$ cat src/design/wor_pkg.sv
/*
 * Constants and types for the write-once option register block.
 * Assumes a 32-bit APB slave clocked by pclk; no other dependency.
 */
package wor_pkg;
	// Bus geometry and placement of the option register
	localparam int ADDR_W = 8;
	localparam logic [ADDR_W-1:0] OPT_IDX = 8'h1f;
	localparam logic [ADDR_W-1:0] OPT_ADDR = {OPT_IDX[ADDR_W-3:0], 2'b00};
	localparam logic [31:0] RD_ZERO = 32'h0000_0000;
	localparam logic [23:0] RD_PAD = 24'h00_0000;
	// Field positions inside the option byte
	localparam int B_WDOG_DIS = 0;
	localparam int B_STOP_EN = 1;
	localparam int B_SHORT_WAKE = 2;
	localparam int B_WDOG_RATE = 3;
	localparam int B_UV_POWER = 4;
	localparam int B_UV_RST_EN = 5;
	localparam int B_UV_IN_STOP = 6;
	localparam int B_SLOW_XTAL = 7;
	// Reset image: detector powered, detector reset enabled, rest clear
	localparam logic [7:0] OPT_RESET = 8'h30;
	// Stop recovery delays in oscillator-clock cycles
	localparam int WAKE_W = 13;
	localparam logic [WAKE_W-1:0] WAKE_SHORT_CYC = 13'h0020;
	localparam logic [WAKE_W-1:0] WAKE_LONG_CYC = 13'h1000;
	localparam logic [WAKE_W-1:0] WAKE_CNT_ONE = 13'h0001;
	// Watchdog timeouts: 2^13-2^4 and 2^18-2^4 oscillator cycles
	localparam int WDOG_W = 18;
	localparam logic [WDOG_W-1:0] WDOG_SHORT = 18'h01ff0;
	localparam logic [WDOG_W-1:0] WDOG_LONG = 18'h3fff0;
	// Recovery timer states, Gray coded along idle-run-done
	typedef enum logic [1:0] {
		WK_IDLE = 2'b00,
		WK_RUN = 2'b01,
		WK_DONE = 2'b11
	} wor_wake_state_t;
endpackage : wor_pkg

$ cat src/design/wor_wake_if.sv
/*
 * Handshake between the option block and its stop recovery timer.
 * Assumes both ends sit on pclk.
 */
`timescale 1ns/10ps
interface wor_wake_if;
	logic start;
	logic use_long;
	logic busy;
	logic done;
	modport ctl (output start, output use_long, input busy, input done);
	modport tmr (input start, input use_long, output busy, output done);
endinterface : wor_wake_if

$ cat src/design/wor_option_top.sv
/*
 * Write-once option register with its chip-wide option outputs,
 * reached over APB, plus stop recovery and stop-opcode screening.
 * Assumes an APB master on pclk, osc_tick as an enable pulse on pclk,
 * and an asynchronous undervoltage trip pin.
 */
`timescale 1ns/10ps
// Functional notes
// - Only first write after reset is kept
// - Reset reloads the default option image
// - Option register lives at index 0x1f
// - Slow crystal bit sets clock and monitor
// - Detector runs in stop with power+stop bits
// - Detector reset passes only when enabled
// - Power bit switches the detector on/off
// - Rate bit picks short or long watchdog timeout
// - Short bit picks 32 or 4096 wake cycles
// - Stop ended by reset always waits long
// - Stop bit allows stop, else illegal opcode
// - Disable bit turns the watchdog off
module wor_option_top (
	input wire logic pclk,
	input wire logic presetn,
	input wire logic psel,
	input wire logic penable,
	input wire logic pwrite,
	input wire logic [wor_pkg::ADDR_W-1:0] paddr,
	input wire logic [31:0] pwdata,
	output logic [31:0] prdata,
	output logic pready,
	output logic pslverr,
	input wire logic osc_tick,
	input wire logic stop_mode,
	input wire logic stop_exit_req,
	input wire logic stop_exit_by_reset,
	input wire logic stop_opcode,
	input wire logic uv_trip_pin,
	output logic slow_crystal_select,
	output logic monitor_low_range,
	output logic undervoltage_detector_power,
	output logic undervoltage_active,
	output logic undervoltage_reset_req,
	output logic watchdog_enable,
	output logic [wor_pkg::WDOG_W-1:0] watchdog_timeout,
	output logic stop_execute,
	output logic illegal_opcode,
	output logic wake_busy,
	output logic wake_release,
	output logic option_locked
);
	import wor_pkg::*;

	logic [7:0] opt_reg;
	logic locked_reg;
	logic pready_reg;
	logic pslverr_reg;
	logic [31:0] prdata_reg;
	logic uv_meta_reg;
	logic uv_sync_reg;
	logic slow_reg;
	logic mon_low_reg;
	logic uv_pwr_reg;
	logic uv_act_reg;
	logic uv_rst_reg;
	logic wdog_en_reg;
	logic [WDOG_W-1:0] wdog_to_reg;
	logic stop_exec_reg;
	logic illegal_reg;
	logic wake_busy_reg;
	logic wake_rel_reg;
	logic acc;
	logic opt_wr;
	logic wr_ok;

	wor_wake_if wk ();

	// True when an APB address selects the option register
	function automatic logic opt_hit(input logic [ADDR_W-1:0] a);
		return a == OPT_ADDR;
	endfunction : opt_hit

	// Completing APB access and the write that may land
	assign acc = psel & penable & pready_reg;
	assign opt_wr = acc & pwrite & opt_hit(paddr);
	assign wr_ok = opt_wr & ~locked_reg;

	// Option latches: default on reset, one write per reset
	always_ff @(posedge pclk or negedge presetn) begin
		if (!presetn) begin
			opt_reg <= OPT_RESET;
		end else if (wr_ok) begin
			opt_reg <= pwdata[7:0];
		end
	end

	// Lock closes on the first write to the register
	always_ff @(posedge pclk or negedge presetn) begin
		if (!presetn) begin
			locked_reg <= 1'b0;
		end else if (opt_wr) begin
			locked_reg <= 1'b1;
		end
	end

	// One wait state: pready rises in the second access cycle
	always_ff @(posedge pclk or negedge presetn) begin
		if (!presetn) begin
			pready_reg <= 1'b0;
		end else begin
			pready_reg <= psel & penable & ~pready_reg;
		end
	end

	// Read data and error are set up during the wait state
	always_ff @(posedge pclk or negedge presetn) begin
		if (!presetn) begin
			prdata_reg <= RD_ZERO;
			pslverr_reg <= 1'b0;
		end else if (psel & penable & ~pready_reg) begin
			pslverr_reg <= ~opt_hit(paddr);
			if (!pwrite && opt_hit(paddr)) begin
				prdata_reg <= {RD_PAD, opt_reg};
			end else begin
				prdata_reg <= RD_ZERO;
			end
		end else begin
			pslverr_reg <= 1'b0;
		end
	end

	// Two-stage synchroniser for the detector trip pin
	always_ff @(posedge pclk or negedge presetn) begin
		if (!presetn) begin
			uv_meta_reg <= 1'b0;
			uv_sync_reg <= 1'b0;
		end else begin
			uv_meta_reg <= uv_trip_pin;
			uv_sync_reg <= uv_meta_reg;
		end
	end

	// Clock generator crystal range and monitor range
	always_ff @(posedge pclk or negedge presetn) begin
		if (!presetn) begin
			slow_reg <= OPT_RESET[B_SLOW_XTAL];
			mon_low_reg <= OPT_RESET[B_SLOW_XTAL];
		end else begin
			slow_reg <= opt_reg[B_SLOW_XTAL];
			mon_low_reg <= opt_reg[B_SLOW_XTAL];
		end
	end

	// Undervoltage detector power and activity in stop
	always_ff @(posedge pclk or negedge presetn) begin
		if (!presetn) begin
			uv_pwr_reg <= OPT_RESET[B_UV_POWER];
			uv_act_reg <= OPT_RESET[B_UV_POWER];
		end else begin
			uv_pwr_reg <= opt_reg[B_UV_POWER];
			uv_act_reg <= opt_reg[B_UV_POWER] & (~stop_mode | opt_reg[B_UV_IN_STOP]);
		end
	end

	// Detector reset request passes only when enabled
	always_ff @(posedge pclk or negedge presetn) begin
		if (!presetn) begin
			uv_rst_reg <= 1'b0;
		end else begin
			uv_rst_reg <= uv_sync_reg & opt_reg[B_UV_RST_EN];
		end
	end

	// Watchdog enable and selected timeout
	always_ff @(posedge pclk or negedge presetn) begin
		if (!presetn) begin
			wdog_en_reg <= ~OPT_RESET[B_WDOG_DIS];
			wdog_to_reg <= WDOG_LONG;
		end else begin
			wdog_en_reg <= ~opt_reg[B_WDOG_DIS];
			wdog_to_reg <= opt_reg[B_WDOG_RATE] ? WDOG_SHORT : WDOG_LONG;
		end
	end

	// Stop opcode runs or traps as illegal
	always_ff @(posedge pclk or negedge presetn) begin
		if (!presetn) begin
			stop_exec_reg <= 1'b0;
			illegal_reg <= 1'b0;
		end else begin
			stop_exec_reg <= stop_opcode & opt_reg[B_STOP_EN];
			illegal_reg <= stop_opcode & ~opt_reg[B_STOP_EN];
		end
	end

	// Stop recovery request; a reset exit forces the long delay
	assign wk.start = stop_exit_req;
	assign wk.use_long = stop_exit_by_reset | ~opt_reg[B_SHORT_WAKE];

	wor_wake_timer u_wake (
		.pclk(pclk),
		.presetn(presetn),
		.osc_tick(osc_tick),
		.w(wk.tmr)
	);

	// Registered recovery status
	always_ff @(posedge pclk or negedge presetn) begin
		if (!presetn) begin
			wake_busy_reg <= 1'b0;
			wake_rel_reg <= 1'b0;
		end else begin
			wake_busy_reg <= wk.busy;
			wake_rel_reg <= wk.done;
		end
	end

	// Port drive from the flip-flops
	assign prdata = prdata_reg;
	assign pready = pready_reg;
	assign pslverr = pslverr_reg;
	assign slow_crystal_select = slow_reg;
	assign monitor_low_range = mon_low_reg;
	assign undervoltage_detector_power = uv_pwr_reg;
	assign undervoltage_active = uv_act_reg;
	assign undervoltage_reset_req = uv_rst_reg;
	assign watchdog_enable = wdog_en_reg;
	assign watchdog_timeout = wdog_to_reg;
	assign stop_execute = stop_exec_reg;
	assign illegal_opcode = illegal_reg;
	assign wake_busy = wake_busy_reg;
	assign wake_release = wake_rel_reg;
	assign option_locked = locked_reg;

	a_lock_hold: assert property (@(posedge pclk) disable iff (!presetn)
		locked_reg |=> $stable(opt_reg) && locked_reg)
		else $error("option value changed after lock");

	a_first_write: assert property (@(posedge pclk) disable iff (!presetn)
		wr_ok |=> opt_reg == $past(pwdata[7:0]) && locked_reg)
		else $error("first write not latched");

	a_reset_image: assert property (@(posedge pclk) disable iff (!presetn)
		$rose(presetn) |-> opt_reg == OPT_RESET && !locked_reg)
		else $error("option default not loaded by reset");

	a_read_value: assert property (@(posedge pclk) disable iff (!presetn)
		(acc && !pwrite && opt_hit(paddr)) |-> prdata_reg == {RD_PAD, opt_reg} && !pslverr_reg)
		else $error("read did not return latched options");

	a_unmapped_err: assert property (@(posedge pclk) disable iff (!presetn)
		(acc && !opt_hit(paddr)) |-> pslverr_reg && prdata_reg == RD_ZERO)
		else $error("unmapped access not refused");

	a_crystal_pair: assert property (@(posedge pclk) disable iff (!presetn)
		##1 (slow_reg == $past(opt_reg[B_SLOW_XTAL]) && mon_low_reg == slow_reg))
		else $error("crystal and monitor range disagree with option");

	a_uv_stop_off: assert property (@(posedge pclk) disable iff (!presetn)
		(stop_mode && !opt_reg[B_UV_IN_STOP]) |=> !uv_act_reg)
		else $error("detector active in stop without stop bit");

	a_uv_power_off: assert property (@(posedge pclk) disable iff (!presetn)
		!opt_reg[B_UV_POWER] |=> !uv_pwr_reg && !uv_act_reg)
		else $error("detector powered while power bit clear");

	a_uv_reset_gate: assert property (@(posedge pclk) disable iff (!presetn)
		(uv_sync_reg && !opt_reg[B_UV_RST_EN]) |=> !uv_rst_reg)
		else $error("blocked detector reset was forwarded");

	a_wdog_rate: assert property (@(posedge pclk) disable iff (!presetn)
		opt_reg[B_WDOG_RATE] |=> wdog_to_reg == WDOG_SHORT)
		else $error("watchdog short timeout not selected");

	a_stop_screen: assert property (@(posedge pclk) disable iff (!presetn)
		stop_opcode |=> (stop_exec_reg ^ illegal_reg) && stop_exec_reg == $past(opt_reg[B_STOP_EN]))
		else $error("stop opcode misrouted");

	a_wdog_disable: assert property (@(posedge pclk) disable iff (!presetn)
		opt_reg[B_WDOG_DIS] |=> !wdog_en_reg)
		else $error("watchdog enabled while disable bit set");

	a_reset_exit_long: assert property (@(posedge pclk) disable iff (!presetn)
		(stop_exit_req && stop_exit_by_reset) |-> wk.use_long)
		else $error("reset exit did not force long recovery");

	// Each output must also follow its option bit in the other direction
	a_wdog_long: assert property (@(posedge pclk) disable iff (!presetn)
		!opt_reg[B_WDOG_RATE] |=> wdog_to_reg == WDOG_LONG)
		else $error("watchdog long timeout not selected");

	a_wdog_enable: assert property (@(posedge pclk) disable iff (!presetn)
		!opt_reg[B_WDOG_DIS] |=> wdog_en_reg)
		else $error("watchdog off while disable bit clear");

	a_uv_power_on: assert property (@(posedge pclk) disable iff (!presetn)
		opt_reg[B_UV_POWER] |=> uv_pwr_reg)
		else $error("detector unpowered while power bit set");

	a_uv_stop_on: assert property (@(posedge pclk) disable iff (!presetn)
		(opt_reg[B_UV_POWER] && stop_mode && opt_reg[B_UV_IN_STOP]) |=> uv_act_reg)
		else $error("detector idle in stop with both bits set");

	a_uv_awake_on: assert property (@(posedge pclk) disable iff (!presetn)
		(opt_reg[B_UV_POWER] && !stop_mode) |=> uv_act_reg)
		else $error("powered detector idle outside stop");

	a_uv_reset_pass: assert property (@(posedge pclk) disable iff (!presetn)
		(uv_sync_reg && opt_reg[B_UV_RST_EN]) |=> uv_rst_reg)
		else $error("enabled detector reset was blocked");

	// Stray and late bus writes leave the latches alone, an option write locks, wake and crystal choices follow their bits
	a_stray_write: assert property (@(posedge pclk) disable iff (!presetn)
		(acc && pwrite && !opt_hit(paddr)) |=> $stable(opt_reg) && $stable(locked_reg))
		else $error("unmapped write touched the options");

	a_late_write: assert property (@(posedge pclk) disable iff (!presetn)
		(opt_wr && locked_reg) |=> $stable(opt_reg))
		else $error("write after lock changed the options");

	a_lock_set: assert property (@(posedge pclk) disable iff (!presetn)
		opt_wr |=> locked_reg)
		else $error("option write did not lock");

	a_short_wake: assert property (@(posedge pclk) disable iff (!presetn)
		(stop_exit_req && !stop_exit_by_reset && opt_reg[B_SHORT_WAKE]) |-> !wk.use_long)
		else $error("short recovery not chosen");

	a_slow_follow: assert property (@(posedge pclk) disable iff (!presetn)
		opt_reg[B_SLOW_XTAL] |=> slow_reg && mon_low_reg)
		else $error("slow crystal range not applied");

	a_fast_follow: assert property (@(posedge pclk) disable iff (!presetn)
		!opt_reg[B_SLOW_XTAL] |=> !slow_reg && !mon_low_reg)
		else $error("fast crystal range not applied");

	// Disabled stop opcode traps; no stop outcome without an opcode
	a_stop_blocked: assert property (@(posedge pclk) disable iff (!presetn)
		(stop_opcode && !opt_reg[B_STOP_EN]) |=> illegal_reg && !stop_exec_reg)
		else $error("disabled stop opcode not trapped");

	a_stop_quiet: assert property (@(posedge pclk) disable iff (!presetn)
		!stop_opcode |=> !stop_exec_reg && !illegal_reg)
		else $error("stop outcome without opcode");
endmodule : wor_option_top

$ cat src/design/wor_wake_timer.sv
/*
 * Stop recovery timer: counts oscillator ticks after stop mode ends.
 * Assumes osc_tick is a one-cycle enable on pclk at the oscillator rate.
 */
`timescale 1ns/10ps
module wor_wake_timer #(
	parameter logic [wor_pkg::WAKE_W-1:0] SHORT_CYC = wor_pkg::WAKE_SHORT_CYC,
	parameter logic [wor_pkg::WAKE_W-1:0] LONG_CYC = wor_pkg::WAKE_LONG_CYC
) (
	input wire logic pclk,
	input wire logic presetn,
	input wire logic osc_tick,
	wor_wake_if.tmr w
);
	import wor_pkg::*;

	wor_wake_state_t state_reg;
	logic [WAKE_W-1:0] cnt_reg;

	// Sequence idle, counting, one-cycle done
	always_ff @(posedge pclk or negedge presetn) begin
		if (!presetn) begin
			state_reg <= WK_IDLE;
		end else begin
			case (state_reg)
				WK_IDLE: begin
					if (w.start) begin
						state_reg <= WK_RUN;
					end
				end
				WK_RUN: begin
					if (osc_tick && cnt_reg == WAKE_CNT_ONE) begin
						state_reg <= WK_DONE;
					end
				end
				WK_DONE: begin
					state_reg <= WK_IDLE;
				end
				default: begin
					state_reg <= WK_IDLE;
				end
			endcase
		end
	end

	// Load the chosen delay, then count oscillator ticks down
	always_ff @(posedge pclk or negedge presetn) begin
		if (!presetn) begin
			cnt_reg <= LONG_CYC;
		end else if (state_reg == WK_IDLE && w.start) begin
			cnt_reg <= w.use_long ? LONG_CYC : SHORT_CYC;
		end else if (state_reg == WK_RUN && osc_tick) begin
			cnt_reg <= WAKE_W'(cnt_reg - WAKE_CNT_ONE);
		end
	end

	// Status back to the option block
	assign w.busy = (state_reg == WK_RUN);
	assign w.done = (state_reg == WK_DONE);

	a_wake_load: assert property (@(posedge pclk) disable iff (!presetn)
		(state_reg == WK_IDLE && w.start) |=> w.busy &&
		cnt_reg == ($past(w.use_long) ? LONG_CYC : SHORT_CYC))
		else $error("recovery delay not loaded correctly");

	a_wake_done: assert property (@(posedge pclk) disable iff (!presetn)
		(w.busy && osc_tick && cnt_reg == WAKE_CNT_ONE) |=> w.done ##1 !w.done)
		else $error("recovery done not a single pulse after last tick");
endmodule : wor_wake_timer

$ cat config.mk
export PLATFORM = sky130hd
export DESIGN_NAME = wor_option_top
export DESIGN_NICKNAME = d
export VERILOG_FILES = /design/src/design/wor_pkg.sv /design/src/design/wor_wake_if.sv /design/src/design/wor_option_top.sv /design/src/design/wor_wake_timer.sv
export SDC_FILE = /design/constraint.sdc
export NUM_CORES = 1
export LEC_CHECK = 0
export ABC_AREA = 0
export CORE_MARGIN = 5
export CORE_UTILIZATION = 50
export CTS_CLUSTER_DIAMETER = 80
export DETAILED_ROUTE_END_ITERATION = 16
export DONT_BUFFER_PORTS = 1
export GPL_TIMING_DRIVEN = 0
export HOLD_SLACK_MARGIN = 0.02
export PLACE_DENSITY = 0.68
export SLEW_MARGIN = 20
export SYNTH_ARGS = -nofsm -noshare
export SYNTH_HDL_FRONTEND = slang
export SYNTH_HIERARCHICAL = 1
export SYNTH_SLANG_ARGS = --single-unit
$ cat constraint.sdc
create_clock -name pclk -period 2.8 [get_ports pclk]
set_input_delay 0.14 -clock pclk [delete_from_list [all_inputs] [get_ports pclk]]
set_output_delay 0.14 -clock pclk [all_outputs]
set_load 0.01 [all_outputs]
==> results of run 1 <==
[routing by layer]
metal	global-route usage	up-vias
li1	-	698
met1	0.154	661
met2	0.225	52
met3	0.0667	4
met4	0.0292	0
met5	0	-
[cells by family (layout without fill, tap and decap cells)]
| kind of cell | after synthesis | count (layout) | share of synthesized area |
|---|---|---|---|
| buffers and inverters | 53 | 75 | 0.159 |
| adder cells (fa/ha/maj) | 2 | 2 | 0.0111 |
| other | 2 | 37 | 0.00334 |
| XOR/XNOR | 10 | 10 | 0.0390 |
| flip-flops | 46 | 46 | 0.516 |
| multiplexers | 8 | 8 | 0.0401 |
| AND/OR/NAND/NOR | 64 | 64 | 0.185 |
| AO/OA/AOI/OAI | 17 | 17 | 0.0468 |
[worst paths after layout]
check                                                      end                  start  slack [ns]
worst max-delay path                    opt_reg[1]$_DFFE_PN0P_       pready$_DFF_PN0_        1.11
worst min-delay path                 option_locked$_DFFE_PN0P_               paddr[6]        0.05
worst max register to register          opt_reg[1]$_DFFE_PN0P_       pready$_DFF_PN0_        1.11
worst min register to register           uv_sync_reg$_DFF_PN0_  uv_meta_reg$_DFF_PN0_        0.36
max in group asynchronous       u_wake/cnt_reg[12]$_DFFE_PN1P_                presetn        2.18
min in group asynchronous               opt_reg[6]$_DFFE_PN0P_                presetn        0.35
[timing repair]
action / in CTS / in global routing
hold buffers: 14 / 0
endpoints found under the hold margin: 59 / 0
setup buffers: 0 / 0
gates resized for setup: 0 / 0
[layout by cell type (no fill, tap or decap), types with 2 or more instances in the layout]
master	n
buf_4	42
dfrtp_1	39
conb_1	37
nor2_1	17
nand2_1	17
dlygate4sd3_1	13
mux2_2	8
inv_1	7
o21ai_0	7
dfstp_2	7
xor2_1	7
clkbuf_1	5
o31ai_1	5
clkbuf_8	5
and2_1	4
nand4_1	3
xnor2_1	3
nand2b_1	2
or3_1	2
nand3_1	2
nor4_1	2
nand4b_1	2
a21oi_1	2
ha_1	2
[layout make-up]
| class | instances | area, um^2 | share of cell area |
|---|---|---|---|
| sequential | 46 | 1160 | 0.428 |
| multi-input combinational | 138 | 862 | 0.318 |
| buffer | 46 | 330 | 0.122 |
| timing repair buffer | 14 | 158 | 0.0581 |
| clock buffer | 6 | 72.6 | 0.0268 |
| tap | 52 | 65.1 | 0.0240 |
| clock inverter | 2 | 37.5 | 0.0138 |
| inverter | 7 | 26.3 | 0.00969 |
[worst max-delay path: stages (launching register included)]
cell and delay, ns:
dfrtp_1 0.42, nand4_1 0.20, nor4_4 0.54, mux2_2 0.41
[power by group]
part / switching [uW] / internal (uW) / total (uW)
clock: 207 / 266 / 474
combinational: 173 / 181 / 353
sequential: 120 / 764 / 884
total: 500 / 1210 / 1710
[stage by stage]
stage          area, um^2  utilization  setup slack (ns)  instances  hold WS [ns]
3_5_place_dp         2440        0.561              1.11        289        -0.155
5_1_grt              2710        0.623             0.991        311        0.0573
3_3_place_gp         2440        0.561              1.13        289        -0.154
4_1_cts              2710        0.623              1.08        311        0.0380
2_1_floorplan        2380            -              1.26        237        -0.156
6_report             2710        0.623              1.11        311        0.0475
==> results.md, run 1 <==
- Synthesized flop and latch total: 46
- Post-synth EDFFs: 0
- Num rows: 24
- Pwr Total: 1710 uW
- Routed wl met3: 423 um
- PD cells: 631 nW/um^2
- Worst Setup End Kind: register
- DRT Pass-1 Iters: 4
- P_leak: 0.00131 uW
- TritonCTS clock tree: done
- DRC Markers: 0
- Ports: 114
- Vias per cell: 4.55
- Crit share post-route: 0.603
- Htree depth: 2
- # nets final: 311
- Synthesized instance count: 202
- Antenna violations before repair: 0
- Worst Setup Start Kind: register
- Setup TNS Final: 0 ns
- Post-synth cell types: 38
- First-pass GRT wire length: 6590 um
- CTS Sinks: 46
- Wl on met1: 1540 um
- Full die area: 5940 um^2
- Hold depth: 2
- Max cap viols: 0
- Highest Signal Layer: met4
- Hpwl dp: 2920 um
- Final setup violation count: 0
- Clk buf depth: 2
- RSZ-0062 raised after global routing: false
- Antenna viol nets, final: 0
- Slew Limit Fails: 0
- Setup skew after layout: 0.00488 ns
- Synth area leader: dfrtp_1
- Critical Path RT: 2.98 ns
- Number of synthesis warnings: 6
- Chip width: 77.0 um
- Die Y-Extent: 77.0 um
- Max reg flops: 13
- Initial Utilization: 0.516
- R2r worst-path depth: 3
- WL met2: 1840 um
- Synth-to-layout area growth: 20.7%
- Total gr overflow: 0
- Syn Std Cell Area: 2250 um^2
- Worst EP arrival: 1.86 ns
- Core area: 4350 um^2
- Seq/Total Area, Yosys: 0.516
- Most frequent cell after synthesis: buf_4
- Filler cells: 359
- Max Freq: 592 MHz
- Detailed-route via count: 1,415
- Crit path max fanout: 8
- Wirelength per Cell: 12.3 um
- Num CTS Buffers: 5
- HP Class: input port to register
- Port Buffers: 0
- Synth top area cells: dfrtp_1, buf_4, dfstp_2
- Ant. Diodes: 0
- Fin crit period: 1.69 ns
- Clock slew at reported path FFs: 0.08 ns
- GP Congestion: 0.726
- Clock root cell: clkbuf_8
- Slew margin rel.: 0.551
- Hold Vio Cnt, Final: 0
- Layout cells sized above 1: 0.274
- Setup CP Type: register to register
- Latest clock arrival within the worst-skew pair: 0.29 ns
- GR Util All Layers: 0.134
- Yosys top cell area share: 0.434
- Largest net degree at the start of global routing: 47
- Vias in the first global route: 1,393
- Most used DFF post-synth: dfrtp_1
- Final WL: 3830 um
- Status: completed
- Synth async-reset ratio: 1.00
- Initial drt markers: 51
- Slew @ Worst Pin: 0.669 ns
- Avg Inst Size Synth: 11.1 um^2
- Post-synth top cells: buf_4, dfrtp_1, nand2_1, nor2_1, mux2_2
- Maximum VDD drop: 323 uV
Power figures use the tool's default switching activity.
==> run 2, diff against run 1 <==
- ABC_AREA: 0 -> 1
- PLACE_DENSITY: 0.68 -> 0.71
- clock period: 2.8 -> 1.51 ns (I/O delays scaled with it)
==> run 2 against run 1 <==
Net effect:
- register-to-register slack got worse by 1.0 ns
- design area up 5.4%
- non-clock buffer count stayed put
- count of clock-buffer cells in the layout decreased by 1
- worst hold slack got worse by 0.010 ns
- fmax rose by 19%
==> results.md, run 2 <==
- Status: completed
- Post-synthesis adder-cell area fraction: 0.0105 (-0.000643)
- Most frequent cells in the layout: nand2_1, buf_4, dfrtp_1, conb_1, inv_1
- Final WS setup: 0.0933 ns (-1.02 ns)
- Crit share post-route: 0.938 (+0.335)
- Hpwl dp: 3380 um (+16%)
- Fin crit period: 1.42 ns (-0.273 ns)
- Layout cells sized above 1: 0.241 (-0.0330)
- Die Y-Extent: 79.1 um (+2.6%)
- Total gr overflow: 0 (unchanged)
- Seq/Total Area, Yosys: 0.486 (-0.0298)
- GP Congestion: 0.833 (+15%)
- Core area: 4690 um^2 (+7.8%)
- Crit path max fanout: 4 (-4)
- Final WL: 4550 um (+19%)
- Largest net degree at the start of global routing: 47 (unchanged)
- Ant. Diodes: 0 (unchanged)
- Hold Vio Cnt, Final: 0 (unchanged)
- Synthesized flop and latch total: 46 (unchanged)
- # nets final: 392 (+26%)
- Clock slew at reported path FFs: 0.08 ns (about the same)
- Main combinational cell family by area after synthesis: simple AND/OR/NAND/NOR gates
- First-pass GRT wire length: 7580 um (+15%)
- Num rows: 25 (+4.2%)
- Setup CP Type: register to register
- Dpl ws: 0.0801 ns (-1.03 ns)
- XOR/XNOR share of the synthesized area: 0 (-0.0390)
- Vias per cell: 4.55 (about the same)
- DP Area: 2580 um^2 (+5.7%)
- Avg Inst Size Synth: 8.49 um^2 (-24%)
- Synth-to-layout area growth: 19.9%
- HP Class: input port to register
- DRT Pass-1 Iters: 4 (unchanged)
- Clock root cell: clkbuf_8
- Slew Limit Fails: 0 (unchanged)
- Antenna viol nets, final: 0 (unchanged)
- Antenna violations before repair: 0 (unchanged)
- Max cap viols: 0 (unchanged)
- PD cells: 952 nW/um^2 (+51%)
- TritonCTS clock tree: done
- Setup skew after layout: 0.00527 ns (+0.000387 ns)
- Post-synth top cells: nand2_1, buf_4, dfrtp_1
- Max Freq: 706 MHz (+19%)
- CTS Sinks: 46 (unchanged)
- Worst EP arrival: 1.60 ns (-0.26 ns)
- Maximum VDD drop: 469 uV (+45%)
- Post-Layout Inst Area: 2860 um^2 (+5.4%)
- Num CTS Buffers: 5 (unchanged)
- Most frequent cell after synthesis: nand2_1
- Final setup violation count: 0 (unchanged)
- Clk buf depth: 2 (unchanged)
- Yosys top cell area share: 0.409 (-0.0251)
- Number of synthesis warnings: 6 (unchanged)
- Ports: 114 (unchanged)
- Seq. cell area: 1160 um^2 (unchanged)
- Port Buffers: 0 (unchanged)
- Initial drt markers: 112 (+120%)
- Leading cell type in the layout, fill and taps excluded: nand2_1
- Synth top area cells: dfrtp_1, buf_4, nand2_1
- Multiplexer area fraction after synthesis: 0 (-0.0401)
- Syn Std Cell Area: 2380 um^2 (+6.1%)
- Most used DFF post-synth: dfrtp_1
- Simple-gate portion of the synthesized area: 0.245 (+0.0602)
- Setup TNS Final: 0 ns (unchanged)
- Non-filler cells, final: 394 (+27%)
- Filler cells: 420 (+17%)
- Placed cell count: 370 (+28%)
- Htree depth: 2 (unchanged)
- Worst Setup Start Kind: register
- Wirelength per Cell: 11.5 um (-6.2%)
- Synth Area in Compound Gates: 0.0535 (+0.00674)
- Critical Path RT: 1.69 ns (-1.29 ns)
- Vias in the first global route: 1,706 (+22%)
- Post-synth cell types: 30 (-21%)
- Full die area: 6250 um^2 (+5.3%)
- Detailed-route via count: 1,791 (+27%)
- Initial Utilization: 0.508 (-0.00783)
- Worst Setup End Kind: register
- P_leak: 0.00154 uW (+17%)
- Max reg flops: 13 (unchanged)
- Multi-input gate area: 886 um^2 (+2.8%)
- GR Util All Layers: 0.154 (+0.0195)
- Latest clock arrival within the worst-skew pair: 0.30 ns (about the same)
- DRC Markers: 0 (unchanged)
- Synth async-reset ratio: 1.00 (unchanged)
- Synth area leader: dfrtp_1
- Post-synth EDFFs: 0 (unchanged)
- Synthesized instance count: 281 (+39%)
- Chip width: 79.1 um (+2.6%)
[run 2: final timing paths]
path | from | endpoint | slack (ns) | depth (start not counted)
setup reg to reg | u_wake/cnt_reg[0]$_DFFE_PN0P_ | u_wake/cnt_reg[6]$_DFFE_PN0P_ | 0.09 | 7
min in group asynchronous | presetn | pslverr$_DFF_PN0_ | 0.27 | 2
hold reg to reg | uv_meta_reg$_DFF_PN0_ | uv_sync_reg$_DFF_PN0_ | 0.36 | 0
setup / recovery | u_wake/cnt_reg[0]$_DFFE_PN0P_ | u_wake/cnt_reg[6]$_DFFE_PN0P_ | 0.09 | 7
hold / removal | psel | pready$_DFF_PN0_ | 0.04 | 2
max in group asynchronous | presetn | u_wake/cnt_reg[12]$_DFFE_PN1P_ | 0.98 | 2
[run 2: critical path, stage by stage (launching register included)]
cell and delay, ns:
dfrtp_1 0.39, inv_1 0.11, ha_2 0.22, nand3_2 0.11, nor2_2 0.13, nand2_1 0.09
o21ai_0 0.20, a21oi_1 0.06
[run 2: area by class of cell]
type                       count  share of cell area
inverter                      39              0.0521
buffer                        44               0.116
sequential                    46               0.406
clock inverter                 3             0.00744
clock buffer                   5              0.0241
timing repair buffer          16              0.0613
tap                           54              0.0236
multi-input combinational    187               0.310
[run 2: cell families (layout without fill, tap and decap cells)]
kind of cell             after synthesis  in the layout
adder cells (fa/ha/maj)                2              2
AND/OR/NAND/NOR                      124            124
buffers and inverters                 83            107
AO/OA/AOI/OAI                         24             24
flip-flops                            46             46
other                                  2             37
[run 2: stage by stage]
stage                     utilization  total power (uW)  hold slack, ns
after CTS                       0.606              2710          0.0220
after detailed placement        0.551              1900          -0.219
final                           0.609              2720          0.0372
after global routing            0.609              2900          0.0256
after global placement          0.551              1880          -0.219
after floorplan                     -              1830          -0.220
[run 2: report_power, final]
| part | leakage, uW | switching (uW) | internal [uW] |
|---|---|---|---|
| Combinational | 0.000942 | 325 | 237 |
| Clock | 0.0000441 | 417 | 325 |
| Sequential | 0.000557 | 76.2 | 1340 |
[run 2: routing by layer]
| metal | vias to the layer above | share of wire | GRT usage |
|---|---|---|---|
| li1 | 916 | - | - |
| met1 | 798 | 0.42 | 0.186 |
| met2 | 66 | 0.48 | 0.255 |
| met3 | 11 | 0.069 | 0.0420 |
| met4 | 0 | 0.029 | 0.0704 |
| met5 | - | 0 | 0 |
[run 2: repair_timing]
action,in CTS,in global routing
gates resized for setup,0,3
hold endpoints to repair,61,0
setup buffers,0,1
setup endpoints to repair,0,3
hold buffers,15,0
==> run 3, diff against run 2 <==
- ABC_AREA: 1 -> unset
- BUFFER_PORTS_ARGS: unset -> -buffer_cell sky130_fd_sc_hd__buf_2
- CORE_UTILIZATION: 50 -> 41
- DONT_BUFFER_PORTS: 1 -> unset
- PLACE_DENSITY: 0.71 -> 0.79
==> run 3 against run 2 <==
Net effect:
- the run now ends with negative setup slack left
- design area grew 8.9%
- non-clock buffer count grew 60
- combinational power grew 59%
- critical path depth shrank 3
- first-iteration DRC count shrank 44%
- via count shrank 8.3%
- utilization shrank 3.3 points
- clock skew grew 0.0015 ns
- cell count shrank 0.76%
- wire length grew 1.4%
- critical path type unchanged
- critical endpoint is now u_wake/cnt_reg[9]$_DFFE_PN0P_
- largest cell class unchanged
- largest power group unchanged
==> results.md, run 3 (synthesized netlist as in run 1, its figures left out) <==
- CTS Sinks: 46 (unchanged)
- Ant. Diodes: 0 (unchanged)
- Hold WS: 0.110 ns (+0.0727 ns)
- Clk buf depth: 2 (unchanged)
- Slew Limit Fails: 0 (unchanged)
- Start point of the worst min-delay path: paddr[6]
- Max cap viols: 0 (unchanged)
- Switch share: 0.312 (+0.0117)
- Worst setup startpoint: u_wake/cnt_reg[0]$_DFFE_PN0P_
- DRC Markers: 0 (unchanged)
- Maximum VDD drop: 469 uV (+0.10%)
- GR Util All Layers: 0.134 (-0.0196)
- Final WS setup: -0.0843 ns (-0.178 ns)
- Final WL: 4610 um (+1.4%)
- Fin crit period: 1.59 ns (+0.178 ns)
- Reg power frac: 0.481 (-0.040)
- TritonCTS clock tree: done
- Internal power: 2380 uW (+25%)
- Antenna violations before repair: 0 (unchanged)
- Core area: 5410 um^2 (+15%)
- Initial drt markers: 63 (-44%)
- Largest net degree at the start of global routing: 47 (unchanged)
- GP Congestion: 0.836 (+0.34%)
- PD cells: 1110 nW/um^2 (+17%)
- Vias per cell: 4.20 (-7.6%)
- Worst Setup Start Kind: register
- HP Class: input port to register
- Crit share post-route: 1.06 (+0.118)
- Port Buffers: 52 (+52)
- Leading cell type in the layout, fill and taps excluded: buf_2
- Clock share of power: 0.261 (-0.012)
- Max reg flops: 13 (unchanged)
- R2r worst-path depth: 4 (-3)
- Total gr overflow: 0 (unchanged)
- Ports: 114 (unchanged)
- Worst EP arrival: 1.83 ns (+0.23 ns)
- Failing checks: negative setup slack
- Chip width: 84.0 um (+6.3%)
- Clock slew at reported path FFs: 0.09 ns (about the same)
- Wirelength per Cell: 11.8 um (+2.1%)
- Core Util, Final: 0.576 (-0.0334)
- Hpwl dp: 3330 um (-1.5%)
- Clock root cell: clkbuf_8
- Layout cells sized above 1: 0.461 (+0.220)
- First-pass GRT wire length: 7660 um (+1.0%)
- Latest clock arrival within the worst-skew pair: 0.30 ns (about the same)
- Htree depth: 2 (unchanged)
- Slew @ Worst Pin: 0.561 ns
- Worst Setup End Kind: register
- Antenna viol nets, final: 0 (unchanged)
- # nets final: 371 (-5.4%)
- Initial Utilization: 0.416 (-0.0925)
- Combinational Power Share: 0.258 (+0.052)
- DRT Pass-1 Iters: 6 (+2)
- RSZ-0062 raised after global routing: true
- Vias in the first global route: 1,659 (-2.8%)
- Reg2reg start: u_wake/cnt_reg[0]$_DFFE_PN0P_
- Most frequent cells in the layout: buf_2, buf_4, dfrtp_1, conb_1
- Detailed-route via count: 1,642 (-8.3%)
- Num CTS Buffers: 5 (unchanged)
- Hold depth: 3 (+1)
- P_leak: 0.00160 uW (+3.7%)
- Hold Vio Cnt, Final: 0 (unchanged)
- Full die area: 7060 um^2 (+13%)
- Num rows: 27 (+8.0%)
- Sw power: 1080 uW (+32%)
- Final setup violation count: 8 (+8)
- Crit path max fanout: 4 (unchanged)
- Setup CP Type: register to register
- Synth-to-layout area growth: 38.5%
- Setup skew after layout: 0.00679 ns (+0.00152 ns)
- Status: finished with violations
- Critical Path RT: 1.74 ns (+0.05 ns)
- Die Y-Extent: 84.0 um (+6.3%)
- Max Freq: 627 MHz (-11%)
- Slew margin rel.: 0.626
[run 3: cell types whose count changed in the layout (fill, tap and decap cells not counted), moves of 6 or more]
cell     before  now
buf_2         1   51
nand2_1      63   16
inv_1        34    6
nor2_1       26   16
o21ai_0      14    5
mux2_2        0    8
nand4_1      11    3
buf_4        43   50
xor2_1        0    7
a21oi_1       6    0
[run 3: metal layers]
| layer | global-route usage | wire length (um) |
|---|---|---|
| met1 | 0.151 | 1820 |
| met2 | 0.235 | 2390 |
| met3 | 0.0405 | 324 |
| met4 | 0.0526 | 84 |
| met5 | 0 | 0 |
[run 3: worst paths after layout]
check | end | slack, ns
min in group asynchronous | opt_reg[6]$_DFFE_PN0P_ | 0.33
setup / recovery | u_wake/cnt_reg[9]$_DFFE_PN0P_ | -0.08
max in group asynchronous | u_wake/cnt_reg[0]$_DFFE_PN0P_ | 0.76
hold / removal | option_locked$_DFFE_PN0P_ | 0.11
setup reg to reg | u_wake/cnt_reg[9]$_DFFE_PN0P_ | -0.08
hold reg to reg | uv_sync_reg$_DFF_PN0_ | 0.35
[run 3: power groups by stage]
stage / Combinational [uW] / Sequential (uW) / Clock, uW
final: 893 / 1660 / 903
after floorplan: 525 / 1620 / 0
after CTS: 751 / 1650 / 934
after detailed placement: 674 / 1670 / 0
after global routing: 1000 / 1690 / 985
after global placement: 646 / 1650 / 0
[run 3: through the flow]
step                TNS [ns]  total power [uW]  instance area (um^2)  cells  setup WS (ns)
finish                -0.333              3460                  3110    391        -0.0843
global route           -1.22              3680                  3110    391         -0.181
CTS                   -0.129              3330                  3020    386        -0.0882
detailed placement     -1.54              2340                  2730    361         -0.153
global placement       -1.04              2300                  2730    361         -0.106
floorplan                  0              2150                  2380    237       0.000514
[run 3: timing repair]
| action | in CTS | in global routing |
|---|---|---|
| hold buffers | 13 | 0 |
| pin swaps | 6 | 6 |
| setup endpoints to repair | 19 | 18 |
| hold endpoints to repair | 52 | 0 |
| buffers inserted | 5 | 6 |
| resized for setup | 4 | 17 |
[run 3: cell type report]
class	instances	area (um^2)
flip-flops and latches	46	1160
fillers	458	2290
multi-input cells	138	915
inverters	7	26.3
clock inverters	3	45.0
clock buffers	5	68.8
plain buffers	45	328
repair buffers	75	479
well taps	72	90.1
[run 3: worst max-delay path, cell delays in order (launching register included)]
cell	delay [ns]
dfrtp_2	0.44
nor4b_4	0.38
nand4b_4	0.16
or4_4	0.44
a21oi_2	0.12
